File: src/design/wdt_pkg.sv
// Package for the runaway-detection watchdog: register map, field layout, codes and timing.
// Assumes a 50 MHz system clock and an Avalon-MM slave with 32-bit data.
package wdt_pkg;

    // Register byte offsets.
    localparam logic [3:0] MODE_OFS = 4'h0;
    localparam logic [3:0] CMD_OFS = 4'h4;
    localparam logic [3:0] STATUS_OFS = 4'h8;
    localparam logic [3:0] MASK_OFS = 4'hc;

    // Mode register fields.
    localparam int ENABLE_POS = 7;
    localparam int TSEL_LSB = 5;
    localparam int RSTCON_POS = 2;
    localparam int IDLERUN_POS = 1;

    // Reset values of the mode fields.
    localparam logic [1:0] TSEL_RST = 2'h0;
    localparam logic ENABLE_RST = 1'b1;
    localparam logic RSTCON_RST = 1'b0;
    localparam logic IDLERUN_RST = 1'b0;

    // Command codes.
    localparam logic [7:0] DISABLE_CODE = 8'hb1;
    localparam logic [7:0] CLEAR_CODE = 8'h4e;

    // Counter geometry and timeout taps.
    localparam int CNT_W = 22;
    localparam int TAP_BASE = 15;

    // Internal reset length in states, held for the longest figure.
    localparam int RST_STATES_MIN = 22;
    localparam int RST_STATES_MAX = 29;
    localparam logic [4:0] RST_LEN = 5'h1d;

    // Status bits.
    localparam int ST_TIMEOUT = 0;
    localparam int ST_RESET = 1;

    typedef enum logic [1:0] {
        RUN_MODE = 2'b00,
        LIGHT_HALT = 2'b01,
        PROG_HALT = 2'b10,
        FULL_STOP = 2'b11
    } halt_mode_t;

    typedef struct packed {
        logic watchdog_enable_bit;
        logic [1:0] timeout_select;
        logic reset_connect_bit;
        logic run_in_prog_halt_bit;
    } mode_t;

endpackage : wdt_pkg

File: src/design/runaway_detect_watchdog.sv
// Runaway-detection watchdog with an Avalon-MM register slave.
// Assumes halt mode and bus release come from logic on the same clock.
//
// Contract
// - Timeout counter is a 22-stage binary counter on the system clock.
// - Two-bit select chooses a tap between 2^15 and 2^21.
// - Overflow of chosen tap raises the watchdog NMI and timeout output.
// - With reset-connect set, overflow forces internal reset of 22 to 29 states.
// - Timeout select resets to 00, the shortest time.
// - Enable bit resets to 1; counting starts without software.
// - Stopping needs enable cleared then disable code B1H; clearing alone is not enough.
// - Setting enable to 1 alone re-enables a stopped watchdog.
// - Reset-connect resets to 0; overflow gives only the interrupt.
// - Clear code 4EH zeroes the counter, which keeps counting.
// - Counter runs from the release of reset.
// - Counter stops in light-halt and full-stop modes.
// - Counter keeps counting while the bus is released.
// - In programmable halt the idle-run bit decides whether it counts.
// - Enable with select 01 gives a 2^17 cycle detection time.
`timescale 1ns/1ns
`default_nettype none
module runaway_detect_watchdog
    import wdt_pkg::*;
(
    // Clock and reset.
    input wire logic SYS_CLK_I,
    input wire logic RST_I,
    // Avalon-MM slave.
    input wire logic [3:0] AVS_ADDRESS_I,
    input wire logic AVS_READ_I,
    input wire logic AVS_WRITE_I,
    input wire logic [31:0] AVS_WRITEDATA_I,
    input wire logic [3:0] AVS_BYTEENABLE_I,
    output logic [31:0] AVS_READDATA_O,
    output logic AVS_WAITREQUEST_O,
    // Device state.
    input wire logic [1:0] HALT_MODE_I,
    input wire logic BUS_RELEASE_ACK_N_I,
    // Watchdog outputs.
    output logic WATCHDOG_NMI_O,
    output logic TIMEOUT_O,
    output logic INT_RESET_O,
    output logic IRQ_O
);

    function automatic logic [4:0] tap_index(input logic [1:0] sel);
        tap_index = 5'(TAP_BASE) + {2'b00, sel, 1'b0};
    endfunction : tap_index

    // Overflow is the carry out of the low stages, so the first one comes a full period after clear.
    function automatic logic [CNT_W-1:0] tap_mask(input logic [1:0] sel);
        tap_mask = (CNT_W'(1) << tap_index(sel)) - CNT_W'(1);
    endfunction : tap_mask

    mode_t mode_reg;
    logic running_reg;
    logic [CNT_W-1:0] count_reg;
    logic [4:0] rst_cnt_reg;
    logic [1:0] status_reg;
    logic [1:0] mask_reg;
    logic ack_reg;
    logic wr_cmd;
    logic wr_mode;
    logic rd_status;
    logic req;
    logic tick;
    logic tap_now;
    logic overflow;
    logic [1:0] status_next;

    // One wait state: a write acts at the edge where the master sees waitrequest low.
    assign req = (AVS_READ_I || AVS_WRITE_I) && !ack_reg;
    assign wr_mode = AVS_WRITE_I && ack_reg && AVS_ADDRESS_I == MODE_OFS && AVS_BYTEENABLE_I[0];
    assign wr_cmd = AVS_WRITE_I && ack_reg && AVS_ADDRESS_I == CMD_OFS && AVS_BYTEENABLE_I[0];
    assign rd_status = AVS_READ_I && ack_reg && AVS_ADDRESS_I == STATUS_OFS;

    // Halt modes gate the count; bus release does not.
    always_comb begin
        case (HALT_MODE_I)
            RUN_MODE: tick = running_reg;
            PROG_HALT: tick = running_reg && mode_reg.run_in_prog_halt_bit;
            LIGHT_HALT: tick = 1'b0;
            FULL_STOP: tick = 1'b0;
            default: tick = 1'b0;
        endcase
    end

    // All stages below the selected tap at one is the overflow; counting continues past it.
    assign tap_now = &(count_reg | ~tap_mask(mode_reg.timeout_select));
    assign overflow = tick && tap_now;

    always_ff @(posedge SYS_CLK_I) begin
        if (RST_I) begin
            ack_reg <= 1'b0;
        end else begin
            ack_reg <= req;
        end
    end

    always_ff @(posedge SYS_CLK_I) begin
        if (RST_I) begin
            mode_reg.watchdog_enable_bit <= ENABLE_RST;
            mode_reg.timeout_select <= TSEL_RST;
            mode_reg.reset_connect_bit <= RSTCON_RST;
            mode_reg.run_in_prog_halt_bit <= IDLERUN_RST;
        end else if (wr_mode) begin
            mode_reg.watchdog_enable_bit <= AVS_WRITEDATA_I[ENABLE_POS];
            mode_reg.timeout_select <= AVS_WRITEDATA_I[TSEL_LSB +: 2];
            mode_reg.reset_connect_bit <= AVS_WRITEDATA_I[RSTCON_POS];
            mode_reg.run_in_prog_halt_bit <= AVS_WRITEDATA_I[IDLERUN_POS];
        end
    end

    // Disabling is keyed so that runaway code cannot stop the watchdog by one write.
    always_ff @(posedge SYS_CLK_I) begin
        if (RST_I) begin
            running_reg <= 1'b1;
        end else if (wr_mode && AVS_WRITEDATA_I[ENABLE_POS]) begin
            running_reg <= 1'b1;
        end else if (wr_cmd && AVS_WRITEDATA_I[7:0] == DISABLE_CODE
                     && !mode_reg.watchdog_enable_bit) begin
            running_reg <= 1'b0;
        end
    end

    always_ff @(posedge SYS_CLK_I) begin
        if (RST_I) begin
            count_reg <= '0;
        end else if (wr_cmd && AVS_WRITEDATA_I[7:0] == CLEAR_CODE) begin
            count_reg <= '0;
        end else if (tick) begin
            count_reg <= count_reg + 22'h1;
        end
    end

    // The internal reset is held for the longest documented figure.
    always_ff @(posedge SYS_CLK_I) begin
        if (RST_I) begin
            rst_cnt_reg <= 5'h0;
            INT_RESET_O <= 1'b0;
        end else if (overflow && mode_reg.reset_connect_bit) begin
            rst_cnt_reg <= RST_LEN - 5'h1;
            INT_RESET_O <= 1'b1;
        end else if (rst_cnt_reg != 5'h0) begin
            rst_cnt_reg <= rst_cnt_reg - 5'h1;
        end else begin
            INT_RESET_O <= 1'b0;
        end
    end

    always_ff @(posedge SYS_CLK_I) begin
        if (RST_I) begin
            WATCHDOG_NMI_O <= 1'b0;
            TIMEOUT_O <= 1'b0;
        end else begin
            WATCHDOG_NMI_O <= overflow;
            TIMEOUT_O <= overflow;
        end
    end

    // Set wins over the read-clear.
    always_comb begin
        status_next = rd_status ? 2'b00 : status_reg;
        status_next[ST_TIMEOUT] = status_next[ST_TIMEOUT] | overflow;
        status_next[ST_RESET] = status_next[ST_RESET] | (overflow & mode_reg.reset_connect_bit);
    end

    always_ff @(posedge SYS_CLK_I) begin
        if (RST_I) begin
            status_reg <= 2'b00;
            mask_reg <= 2'b00;
            IRQ_O <= 1'b0;
        end else begin
            status_reg <= status_next;
            if (AVS_WRITE_I && ack_reg && AVS_ADDRESS_I == MASK_OFS && AVS_BYTEENABLE_I[0]) begin
                mask_reg <= AVS_WRITEDATA_I[1:0];
            end
            IRQ_O <= |(status_next & mask_reg);
        end
    end

    always_ff @(posedge SYS_CLK_I) begin
        if (RST_I) begin
            AVS_READDATA_O <= 32'h0;
            AVS_WAITREQUEST_O <= 1'b1;
        end else begin
            AVS_WAITREQUEST_O <= !req;
            if (AVS_READ_I && !ack_reg) begin
                case (AVS_ADDRESS_I)
                    MODE_OFS: AVS_READDATA_O <= {24'h0, mode_reg.watchdog_enable_bit,
                        mode_reg.timeout_select, 2'b00, mode_reg.reset_connect_bit,
                        mode_reg.run_in_prog_halt_bit, running_reg};
                    STATUS_OFS: AVS_READDATA_O <= {30'h0, status_reg};
                    MASK_OFS: AVS_READDATA_O <= {30'h0, mask_reg};
                    default: AVS_READDATA_O <= 32'h0;
                endcase
            end
        end
    end

    AST_RESET_LEN: assert property (@(posedge SYS_CLK_I) disable iff (RST_I)
        $rose(INT_RESET_O) |-> INT_RESET_O [*8] ##1 INT_RESET_O [*8])
        else $error("Internal reset too short.");
    AST_NO_RST_WITHOUT_CON: assert property (@(posedge SYS_CLK_I) disable iff (RST_I)
        overflow && !mode_reg.reset_connect_bit && !INT_RESET_O |=> !INT_RESET_O)
        else $error("Internal reset without reset-connect.");
    AST_NMI_ON_OVF: assert property (@(posedge SYS_CLK_I) disable iff (RST_I)
        overflow |=> WATCHDOG_NMI_O && TIMEOUT_O)
        else $error("Overflow without NMI.");
    AST_HALT_STOPS: assert property (@(posedge SYS_CLK_I) disable iff (RST_I)
        (HALT_MODE_I == LIGHT_HALT || HALT_MODE_I == FULL_STOP) && !wr_cmd
        |=> count_reg == $past(count_reg))
        else $error("Counter moved while halted.");
    AST_BUS_RELEASE: assert property (@(posedge SYS_CLK_I) disable iff (RST_I)
        HALT_MODE_I == RUN_MODE && running_reg && !wr_cmd && !BUS_RELEASE_ACK_N_I
        |=> count_reg == $past(count_reg) + 22'h1)
        else $error("Counter stalled on bus release.");
    AST_CLEAR: assert property (@(posedge SYS_CLK_I) disable iff (RST_I)
        wr_cmd && AVS_WRITEDATA_I[7:0] == CLEAR_CODE |=> count_reg == '0)
        else $error("Clear code did not zero counter.");
    AST_KEYED_DISABLE: assert property (@(posedge SYS_CLK_I) disable iff (RST_I)
        running_reg && !(wr_cmd && AVS_WRITEDATA_I[7:0] == DISABLE_CODE) |=> running_reg)
        else $error("Watchdog stopped without disable code.");
    AST_REENABLE: assert property (@(posedge SYS_CLK_I) disable iff (RST_I)
        wr_mode && AVS_WRITEDATA_I[ENABLE_POS] |=> running_reg)
        else $error("Enable bit did not restart watchdog.");
    AST_OTHER_CMD: assert property (@(posedge SYS_CLK_I) disable iff (RST_I)
        wr_cmd && AVS_WRITEDATA_I[7:0] != CLEAR_CODE && AVS_WRITEDATA_I[7:0] != DISABLE_CODE
        && !tick |=> count_reg == $past(count_reg) && running_reg == $past(running_reg))
        else $error("Stray command had an effect.");
    AST_IDLE_RUN: assert property (@(posedge SYS_CLK_I) disable iff (RST_I)
        HALT_MODE_I == PROG_HALT && !mode_reg.run_in_prog_halt_bit && !wr_cmd
        |=> $stable(count_reg))
        else $error("Counter moved in programmable halt.");
    AST_TAP: assert property (@(posedge SYS_CLK_I) disable iff (RST_I)
        tick && mode_reg.timeout_select == 2'b01 |-> overflow == (count_reg[16:0] == 17'h1ffff))
        else $error("Select 01 is not 2^17.");
    AST_NMI_PULSE: assert property (@(posedge SYS_CLK_I) disable iff (RST_I)
        WATCHDOG_NMI_O |=> !WATCHDOG_NMI_O)
        else $error("Watchdog NMI longer than one cycle.");
    AST_STATUS_SET: assert property (@(posedge SYS_CLK_I) disable iff (RST_I)
        overflow |=> status_reg[ST_TIMEOUT])
        else $error("Overflow did not set status.");
    AST_RST_CON: assert property (@(posedge SYS_CLK_I) disable iff (RST_I)
        overflow && mode_reg.reset_connect_bit |=> INT_RESET_O)
        else $error("Overflow with reset-connect gave no reset.");
    AST_RESET_MODE: assert property (@(posedge SYS_CLK_I) disable iff (RST_I)
        $fell(RST_I) |-> mode_reg.watchdog_enable_bit && running_reg
        && mode_reg.timeout_select == TSEL_RST && !mode_reg.reset_connect_bit)
        else $error("Mode not at reset values after reset.");

endmodule : runaway_detect_watchdog
`default_nettype wire

File: config.mk
export PLATFORM = sky130hd
export DESIGN_NAME = runaway_detect_watchdog
export DESIGN_NICKNAME = d
export VERILOG_FILES = /design/src/design/wdt_pkg.sv /design/src/design/runaway_detect_watchdog.sv
export SDC_FILE = /design/constraint.sdc
export NUM_CORES = 1
export LEC_CHECK = 0
export BUFFER_PORTS_ARGS = -buffer_cell sky130_fd_sc_hd__clkbuf_2
export CAP_MARGIN = 0
export CORE_ASPECT_RATIO = 0.5
export CORE_MARGIN = 5
export CORE_UTILIZATION = 45
export DETAILED_ROUTE_END_ITERATION = 10
export HOLD_SLACK_MARGIN = 0.15
export PLACE_DENSITY = 0.73
export SETUP_SLACK_MARGIN = 0.4
export SLEW_MARGIN = 20
export SYNTH_ARGS = -nofsm -noshare
export SYNTH_HDL_FRONTEND = slang
export SYNTH_SLANG_ARGS = --single-unit
File: constraint.sdc
create_clock -name SYS_CLK_I -period 2.55 [get_ports SYS_CLK_I]
set_input_delay 0.1275 -clock SYS_CLK_I [delete_from_list [all_inputs] [get_ports SYS_CLK_I]]
set_output_delay 0.1275 -clock SYS_CLK_I [all_outputs]
set_load 0.02 [all_outputs]
# [After elaboration in Yosys (flattened, before gate mapping)]
# Index checks and enable logic that the tools add are counted.
[word_totals] ff_bits=74 input_bits=47 output_inout_bits=37
[classes] addsub=4 n_eq_ne=9 shift=1 mux=7 n_bitwise=6 reduce_logical=32
[op_table] operator="one-hot mux 8 bit (3 select lines)" count=1
[op_table] operator="adder 22 x 1 -> 22 bit, second input constant" count=1
[op_table] operator="NOT 22 bit" count=1
[op_table] operator="bitwise OR 22 bit" count=1
[op_table] operator="AND reduction 22 bit" count=1
[op_table] operator="<< shifter 1 x 5 -> 22 bit, first input constant" count=1
[op_table] operator="subtractor 22 x 2 -> 22 bit, second input constant" count=1
[op_table] operator="logical AND 1 bit" count=18
[op_table] operator="two-way mux 5 bit" count=2
[op_table] operator="OR reduction 2 bit" count=5
[op_table] operator="== test 4 bit, second input constant" count=2
[op_table] operator="== test 8 x 7 -> 1 bit, second input constant" count=1
[op_table] operator="== test 8 bit, second input constant" count=1
[op_table] operator="adder 4 x 3 -> 5 bit, first input constant" count=1
[op_table] operator="nonzero test 5 bit" count=1
[op_table] operator="subtractor 5 x 1 -> 5 bit, second input constant" count=1
[op_table] operator="== test 2 bit, second input constant" count=2
[op_table] operator="== test 4 x 3 -> 1 bit, second input constant" count=1
[op_table] operator="logical NOT 4 bit" count=1
[op_table] operator="logical NOT 1 bit" count=3
[op_table] operator="one-hot mux 1 bit (3 select lines)" count=1
[op_table] operator="bitwise AND 2 bit" count=1
[op_table] operator="== test 2 x 1 -> 1 bit, second input constant" count=1
[op_table] operator="logical NOT 2 bit" count=1
[op_table] operator="other kinds (7)" count=9

# [Logic depth before layout (Yosys ltp)]
# Gate-level depths: netlist of the first run.
[depth] ltp_word=11 mapped_depth=6 depth_no_buf=6

# [Worst setup path before layout of the first run]
# No wires, ideal clock.
[synth_timing] path_type="register to register" from="register count_reg[0]" to="register count_reg[18]" arrival_ns=1.764 required_time_ns=2.484 path_slack_ns=0.720 stages_incl_launch_ff=7 path_buffers=1 period_less_slack_ns=1.830 cell_sequence="dfxtp_1 -> ha_1 -> nand3_2 -> or3_4 -> buf_6 -> or4_4 -> a21oi_2"
[synth_between] elab_chain_len=1
[synth_rtl] item="start: declaration" line_no="runaway_detect_watchdog.sv:57" source="logic [CNT_W-1:0] count_reg;"
[synth_rtl] item="start signal: assignment" line_no="runaway_detect_watchdog.sv:132" source="count_reg <= count_reg + 22'h1;"
[synth_rtl] item="adder 22 x 1 -> 22 bit" line_no="runaway_detect_watchdog.sv:132"
# No other way between the ends.
# A chain may end at the register's enable or synchronous reset.

# [Worst setup path after layout of the first run]
[layout_timing] from="register running_reg" to="register count_reg[20]"
[layout_between] elab_chain_len=2
[layout_rtl] item="start: declaration" line_no="runaway_detect_watchdog.sv:56" source="logic running_reg;"
[layout_rtl] item="start signal: assignment" line_no="runaway_detect_watchdog.sv:117" source="running_reg <= 1'b1;"
[layout_rtl] item="start signal: assignment" line_no="runaway_detect_watchdog.sv:119" source="running_reg <= 1'b1;"
[layout_rtl] item="start signal: assignment" line_no="runaway_detect_watchdog.sv:122" source="running_reg <= 1'b0;"
[layout_rtl] item="logical AND 1 bit" line_no="runaway_detect_watchdog.sv:81" source="PROG_HALT: tick = running_reg && mode_reg.run_in_prog_halt_bit;"
[layout_rtl] item="one-hot mux 1 bit (3 select lines) *" line_no="runaway_detect_watchdog.sv:79" source="case (HALT_MODE_I)"
# Mark *: on every way between the ends. The rest lies on a longest branch, timed or not.

==> run metrics, run 1 <==
Worst Tran Pin Value=0.818 ns; Power Internal=1160 uW; sw frac=0.264; final worst slack=0.565 ns; ANT cells=0; io pins=84; CP max stage delay=0.55 ns; #FFs+latches synth=47; simple-gate share of the synthesized area=0.253; gp weighted congestion=0.775; Final Max Slew Viols=0; sequential share of power=0.503; Slowest cell on crit path=or3_4; Die Ht=62.7 microns; most frequent cells in the layout=dfxtp_1 (47), clkbuf_2 (29), conb_1 (28); area growth from synthesis to layout=9.97%; Setup crit end kind=register; antenna violations before repair=0; Worst EP arrival=2.21 ns; Root Buffer=clkbuf_8; synth unique cells=47; post-DP HPWL=3760 microns; Largest register FFs=21; GRT met1 Usage=0.187; largest family of logic cells by synthesized area=simple AND/OR/NAND/NOR gates; post-synthesis cell area=2500 sq um; Setup Buffers After CTS=0; Via Count=2082; fillers=512; DRC=0; Critical Path Start Type=register; clk slew on worst S/H paths=0.08 ns; asr flop ratio synth=0; # setup viols final=0; Most used DFF post-synth=dfxtp_1; met3 GRT Util=0.0271; CP Data Required Time=2.77 ns; Layout Nets=365; gr usage total=0.144; routed vias/inst=5.38; CTS sink cnt=47; sequence of cells on the critical path=nand2b_1 > or3_4 > or4_4 > a21oi_2; worst vdd ir=250 uV; yosys warns=0; die area=7230 sq um; vias in the first global route=1937; mux cell area share after synthesis=0.0331; Post-synth EDFFs=0; Post-Route Skew=0.00444 ns; Initial Util=0.461; initial drt markers=130; GR peak layer=met2; Tmin final=1.99 ns; post-CTS sizing=0; area occupied by multi-input gates=1340 sq um; Max-Cap Viols=0; CTS buffer count=5; placed cell areas=2560 sq um; Compound-Gate Fraction of Synth Area=0.156; Setup TNS Final=0 ns; fraction of final layout cells sized beyond drive strength 1=0.159; drt wl/cell=13.2 microns; port bufs=29; syn avg cell area=8.76 sq um; final WL=5100 microns; Antenna Violating Nets Remaining=0; commonest non-fill, non-tap cell in the layout=dfxtp_1; Hold Crit Class=in2reg; CP max FO=13; H-tree depth=2; pin count of the biggest net entering global routing=24; CTS tree=yes; crit share post-route=0.779; Max Clock Freq=504 MHz; Reg area=941 sq um; clk_lat worst skew=0.29 ns; combinational share of power=0.162; post-synthesis xor/xnor area fraction=0.0316; RSZ-0062 raised after global routing=false; fin area=2750 sq um; register area share after synthesis=0.377; routing usage on met2=0.244; gr ovfl total=0; status=completed; post-synthesis adder-cell area fraction=0.0200; Clock Path Buffers=2; router iterations before antenna repair=5; global-route wire length before repair=8710 microns; max_slew headroom=0.447; sw power=415 uW; Die Wd=115 microns; core area=5420 sq um; Clk pwr share=0.335; Final Hold Viols=0; Syn Inst Count=285; Crit Path Class=reg2reg; PD cells=572 nW/um^2; row count=19; Lkg Pwr=0.00102 uW; dpl ws=0.603 ns
## routing by layer
| layer | vias up | wire length, microns |
|---|---|---|
| met5 | - | 0 |
| met4 | 0 | 46 |
| met3 | 5 | 334 |
| met2 | 62 | 2400 |
| met1 | 979 | 2310 |
| li1 | 1036 | - |
## power groups by stage
stage          logic [uW]  registers [uW]  clock network, uW
2_1_floorplan         225             803                  0
3_3_place_gp          233             805                  0
3_5_place_dp          243             808                  0
4_1_cts               255             790                540
5_1_grt               292             795                579
6_report              255             790                527
## synth_stat cells, drive strengths merged (2+ instances only)
master | count | area (sq um)
nor3 | 6 | 30.0
and4 | 2 | 17.5
a22oi | 6 | 45.0
a21oi | 23 | 123
xnor2 | 9 | 78.8
conb | 2 | 7.51
ha | 4 | 50.1
buf | 34 | 249
or4 | 12 | 97.6
dfxtp | 47 | 941
mux2 | 2 | 22.5
mux2i | 6 | 60.1
nand2b | 3 | 18.8
inv | 10 | 37.5
nor2b | 3 | 21.3
o21ai | 6 | 30.0
nor4b | 2 | 17.5
nor4 | 6 | 52.6
clkbuf | 8 | 30.0
nand3 | 9 | 50.1
nand4 | 10 | 62.6
and3 | 4 | 25.0
nand2 | 13 | 48.8
a2bb2oi | 3 | 26.3
or3 | 5 | 42.5
nor2 | 24 | 90.1
o31ai | 14 | 105
and2 | 2 | 12.5
## kinds of logic after synthesis
group,Yosys count
compound gates,57
xor+xnor,9
fa+ha+maj,4
buf+inv,52
flops,47
mux,8
other cells,2
simple gates,106
## cell type report
type	instances	share of cell area
multi-input combinational	212	0.487
sequential	47	0.343
timing repair buffer	38	0.0847
tap	73	0.0333
clock buffer	5	0.0251
clock inverter	2	0.0137
inverter	10	0.0137
## worst max-delay path, delay by kind of cell, from the launching register on
| family | cells | cell delay, ns |
|---|---|---|
| AND/OR/NAND/NOR | 3 | 1.35 |
| AO/OA/AOI/OAI | 1 | 0.16 |
| flip-flops | 1 | 0.41 |
## path summary, 6_finish.rpt
path                                     endpoint             start  cells after the start  slack (ns)
worst min-delay path            AVS_READDATA_O[5]  AVS_ADDRESS_I[1]                      4        0.26
worst max-delay path                count_reg[20]       running_reg                      4        0.56
worst max register to register      count_reg[20]       running_reg                      4        0.56
worst min register to register      status_reg[1]     status_reg[1]                      2        0.48
## metrics by stage
stage	util	hold slack [ns]	power, uW	instances
floorplan	-	0.224	1030	311
global placement	0.472	0.383	1040	372
detailed placement	0.472	0.402	1050	372
CTS	0.507	0.245	1580	387
global route	0.507	0.285	1670	387
finish	0.507	0.256	1570	387
## timing repair
| action | in CTS | in global routing |
|---|---|---|
| endpoints found under the setup margin | 0 | 0 |
| endpoints found under the hold margin | 9 | 0 |
| hold buffers | 8 | 0 |
No activity file was read; power rests on OpenSTA's default activity.
==> inputs of run 2 (changes only) <==
- ABC_AREA: unset -> 1
- PLACE_DENSITY: 0.73 -> 0.72
- clock period: 2.55 -> 2 ns (I/O delays scaled with it)
==> run metrics, run 2 <==
status=completed; post-synthesis adder-cell area fraction=0.0196; r2r setup slk=0.55 ns; Setup crit end kind=register; CTS buffer count=5; Layout Nets=461; area growth from synthesis to layout=16.5%; Commonest cells post-synth=nand2_1 (70), dfxtp_1 (47), nor2_1 (44); clk_lat worst skew=0.29 ns; simple-gate share of the synthesized area=0.328; Power Internal=1730 uW; most frequent cell on the critical path=nor2_1; cell taking the most area after synthesis=dfxtp_1; CP max FO=5; Syn Inst Count=366; sw power=595 uW; asr flop ratio synth=0; Largest register FFs=21; Compound-Gate Fraction of Synth Area=0.0954; sw frac=0.256; Clock Path Buffers=2; worst vdd ir=410 uV; CTS sink cnt=47; io pins=84; Hold Crit Class=in2reg; Critical Path Stages=8; Initial Util=0.466; initial drt markers=136; Setup TNS Final=0 ns; port bufs=29; global-route wire length before repair=8710 microns; fillers=536; drt wl/cell=10.9 microns; Crit Path Class=reg2reg; Max Clock Freq=689 MHz; vias in the first global route=1944; Most used DFF post-synth=dfxtp_1; final WL=5250 microns; syn avg cell area=6.99 sq um; Die Wd=117 microns; Root Buffer=clkbuf_16; Via Count=2235; register area share after synthesis=0.368; Max-Cap Viols=0; router iterations before antenna repair=4; CTS tree=yes; die area=7390 sq um; RSZ-0062 raised after global routing=false; Critical Path Start Type=register; gr usage total=0.143; H-tree depth=2; mux cell area share after synthesis=0; fin area=2980 sq um; Buf/Inv on CP=1; R2R depth=8; core area=5490 sq um; post-synthesis xor/xnor area fraction=0.0308; Final Hold Viols=0; FF-to-FF End=rst_cnt_reg[1]; Tmin final=1.45 ns; synth unique cells=32; gp weighted congestion=0.841; Final Max Slew Viols=0; #FFs+latches synth=47; Die Ht=63.3 microns; dominant cell by count in the synthesized netlist=nand2_1; worst setup path startpoint=count_reg[1]; ANT cells=0; share of the synthesized area in the top cell type=0.368; CP Data Required Time=2.18 ns; Worst EP arrival=1.63 ns; sequential share of power=0.432; row count=19; largest family of logic cells by synthesized area=simple AND/OR/NAND/NOR gates; pin count of the biggest net entering global routing=22; Worst Tran Pin Value=0.592 ns; post-synthesis cell area=2560 sq um; antenna violations before repair=0; clk slew on worst S/H paths=0.07 ns; # setup viols final=0; Lkg Pwr=0.00132 uW; CP Capture Point=rst_cnt_reg[1]; PD cells=780 nW/um^2; yosys warns=0; max_slew headroom=0.604; fraction of final layout cells sized beyond drive strength 1=0.168; gr ovfl total=0; r2r startpoint=count_reg[1]; DRC=0; sequence of cells on the critical path=ha_1 > inv_1 > nor2_1 > nand3_1 > nor2_1 > nand3_2 > nand2_1 > a21oi_1; crit share post-route=0.726; Post-synth EDFFs=0; family with the most delay on the worst path=simple AND/OR/NAND/NOR gates; hold_sp=AVS_WRITEDATA_I[4]; commonest non-fill, non-tap cell in the layout=nand2_1; Antenna Violating Nets Remaining=0; routed vias/inst=4.62; Slowest cell on crit path=dfxtp_1; synth top area cells=dfxtp_1 (37%), nand2_1 (10%), buf_4 (7.9%), nor2_1 (6.5%), inv_1 (6.3%); Clk pwr share=0.425; combinational share of power=0.144; placed cell areas=2680 sq um; Post-Route Skew=0.00876 ns; CP max stage delay=0.39 ns; post-DP HPWL=3910 microns; most frequent cells in the layout=nand2_1 (70), dfxtp_1 (46), nor2_1 (43)
==> run 2: kinds of logic after synthesis <==
family                     Yosys count
DFF                                 47
buffers and inverters               78
and+or+nand+nor                    179
AOI/OAI and AO/OA                   47
adders and majority gates            4
other                                2
xor gates and xnor gates             9
==> run 2: metrics by stage <==
step                      utilization  power [uW]  setup slack [ns]  hold WS (ns)  cells
final                           0.543        2320             0.548         0.197    484
after global routing            0.543        2440             0.411         0.214    484
after CTS                       0.536        2330             0.491         0.195    480
after detailed placement        0.487        1330             0.517         0.371    463
after global placement          0.487        1330             0.517         0.377    463
after floorplan                     -        1310             0.738         0.235    392
==> run 2: layout make-up <==
type	instances	area (sq um)	area share
flip-flops and latches	47	942	0.316
clock inverters	2	38.8	0.0130
clock buffers	6	139	0.0466
well taps	73	91.3	0.0306
multi-input cells	267	1320	0.443
repair buffers	43	273	0.0915
inverters	46	176	0.0592
==> run 2: worst register-to-register path, cell delays in order, from the launching register on <==
cell	delay [ns]
dfxtp_1	0.39
ha_1	0.16
inv_1	0.04
nor2_1	0.18
nand3_1	0.10
nor2_1	0.18
nand3_2	0.14
nand2_1	0.12
a21oi_1	0.04
==> run 2: what timing repair did <==
item / CTS / global route
setup buffers: 0 / 4
gates resized for setup: 0 / 3
hold endpoints to repair: 17 / 0
endpoints found under the setup margin: 0 / 14
hold buffers: 9 / 0
==> run 2: layer usage <==
layer | vias to the layer above | track usage | routed length [microns]
met5 | - | 0 | 0
met2 | 43 | 0.233 | 2340
li1 | 1199 | - | -
met3 | 4 | 0.0287 | 274
met4 | 0 | 0.0358 | 55
met1 | 989 | 0.194 | 2580
==> run 2: how the worst min path moves through the flow <==
stage                  endpoint  slack, ns  cells past startpoint
CTS                 running_reg       0.19                      4
floorplan           mode_reg[3]       0.23                      2
detailed placement  mode_reg[2]       0.37                      3
finish              running_reg       0.20                      4
global route        running_reg       0.21                      4
global placement    mode_reg[3]       0.38                      3
==> run 2: power by group through the flow <==
stage          clock [uW]  combinational [uW]  sequential [uW]
2_1_floorplan           0                 278             1030
3_3_place_gp            0                 310             1020
3_5_place_dp            0                 310             1020
4_1_cts              1000                 326             1000
5_1_grt              1050                 380             1010
6_report              988                 334             1000
==> inputs of run 3 (changes only) <==
- ABC_AREA: 1 -> 0
- PLACE_DENSITY: 0.72 -> 0.73
- clock period: 2 -> 1.5 ns (I/O delays scaled with it)
==> run metrics, run 3 (synthesis gave the netlist of run 1 again) <==
Root Buffer=clkbuf_8; Worst EP arrival=1.97 ns; clk_lat worst skew=0.31 ns; vias in the first global route=2350; fraction of final layout cells sized beyond drive strength 1=0.436; io pins=84; # setup viols final=37; antenna violations before repair=0; RSZ-0062 raised after global routing=true; Hold Crit Class=in2reg; most frequent cells in the layout=dfxtp_1 (38), buf_4 (38), clkbuf_2 (29); Final Hold Viols=0; gp weighted congestion=0.800; DRC=0; gr ovfl total=0; area occupied by multi-input gates=1620 sq um; drt wl/cell=16.7 microns; Die Wd=115 microns; Via Count=2454; final worst slack=-0.229 ns; worst vdd ir=735 uV; gr usage total=0.187; Max-Cap Viols=0; die area=7230 sq um; global-route wire length before repair=10900 microns; total chip power=2940 uW; Max Clock Freq=578 MHz; ANT cells=0; WHS Path Cells=3; Antenna Violating Nets Remaining=0; router iterations before antenna repair=5; H-tree depth=2; PD cells=832 nW/um^2; Post-Route Skew=0.00697 ns; Initial Util=0.461; CTS sink cnt=47; crit share post-route=1.15; routed vias/inst=5.58; Clock Path Buffers=2; Lkg Pwr=0.00134 uW; Reg area=957 sq um; CP max FO=10; Setup crit end kind=register; CP Data Required Time=1.75 ns; Crit Path Class=reg2reg; initial drt markers=218; status=finished with violations; area growth from synthesis to layout=41.2%; failing checks=negative setup slack; core area=5420 sq um; final hold slack=0.198 ns; Largest register FFs=21; final WL=7330 microns; CTS buffer count=5; Die Ht=62.7 microns; post-DP HPWL=4100 microns; clk slew on worst S/H paths=0.09 ns; CTS tree=yes; Tmin final=1.73 ns; row count=19; pin count of the biggest net entering global routing=23; R2R depth=4; fillers=377; Final Max Slew Viols=0; Critical Path Start Type=register; Layout Nets=417; port bufs=29
[run 3: changes by cell type in the layout (fill, tap and decap cells not counted), sizes merged, moves of 6 or more]
| cell | delta |
|---|---|
| or4 | +12 |
| o21ai | -11 |
| a22oi | +6 |
| nand2 | -63 |
| inv | -35 |
| mux2i | +6 |
| nor3 | -8 |
| nor2 | -27 |
| nand3 | -13 |
| or3 | +6 |
| o31ai | +14 |
| buf | +44 |
[run 3: power breakdown]
part           switching, uW  internal (uW)
Clock                    474            506
Sequential              58.1           1300
Combinational            315            285
[run 3: worst paths after layout]
kind	slack [ns]	startpoint	to
worst max-delay path	-0.23	count_reg[3]	count_reg[19]
worst min register to register	0.51	status_reg[0]	status_reg[0]
worst min-delay path	0.20	RST_I	mask_reg[0]
worst max register to register	-0.23	count_reg[3]	count_reg[19]
[run 3: timing repair]
action                                 CTS  global route
cloned                                   3             1
pin swaps                                8             9
endpoints found under the hold margin   14             0
gates resized for setup                 22            35
setup buffers                           10             4
setup endpoints to repair               45            45
hold buffers                             9             0
[run 3: worst max-delay path, cell delays in order, from the launching register on]
cell and delay, ns:
dfxtp_2 0.42, nand4_1 0.18, or3_4 0.43, or4_1 0.49, a21oi_1 0.14
[run 3: metal layers]
| layer | wire length [microns] | global-route usage |
|---|---|---|
| met1 | 3010 | 0.213 |
| met2 | 3660 | 0.341 |
| met3 | 477 | 0.0368 |
| met4 | 180 | 0.0717 |
| met5 | 0 | 0 |
[run 3: layout make-up]
| class | instances | share of cell area |
|---|---|---|
| clock inverter | 3 | 0.0135 |
| inverter | 10 | 0.0106 |
| timing repair buffer | 89 | 0.200 |
| multi-input combinational | 213 | 0.458 |
| sequential | 47 | 0.271 |
| tap | 73 | 0.0259 |
| clock buffer | 5 | 0.0195 |
[run 3: stage by stage]
step,worst slack [ns],std cells,setup TNS [ns],area (sq um),util
floorplan,-0.177,311,-0.983,2730,-
global placement,-0.127,405,-1.79,2920,0.539
detailed placement,-0.168,405,-2.31,2920,0.539
CTS,-0.149,435,-3.38,3340,0.616
global route,-0.285,440,-7.31,3530,0.651
finish,-0.229,440,-5.27,3530,0.651
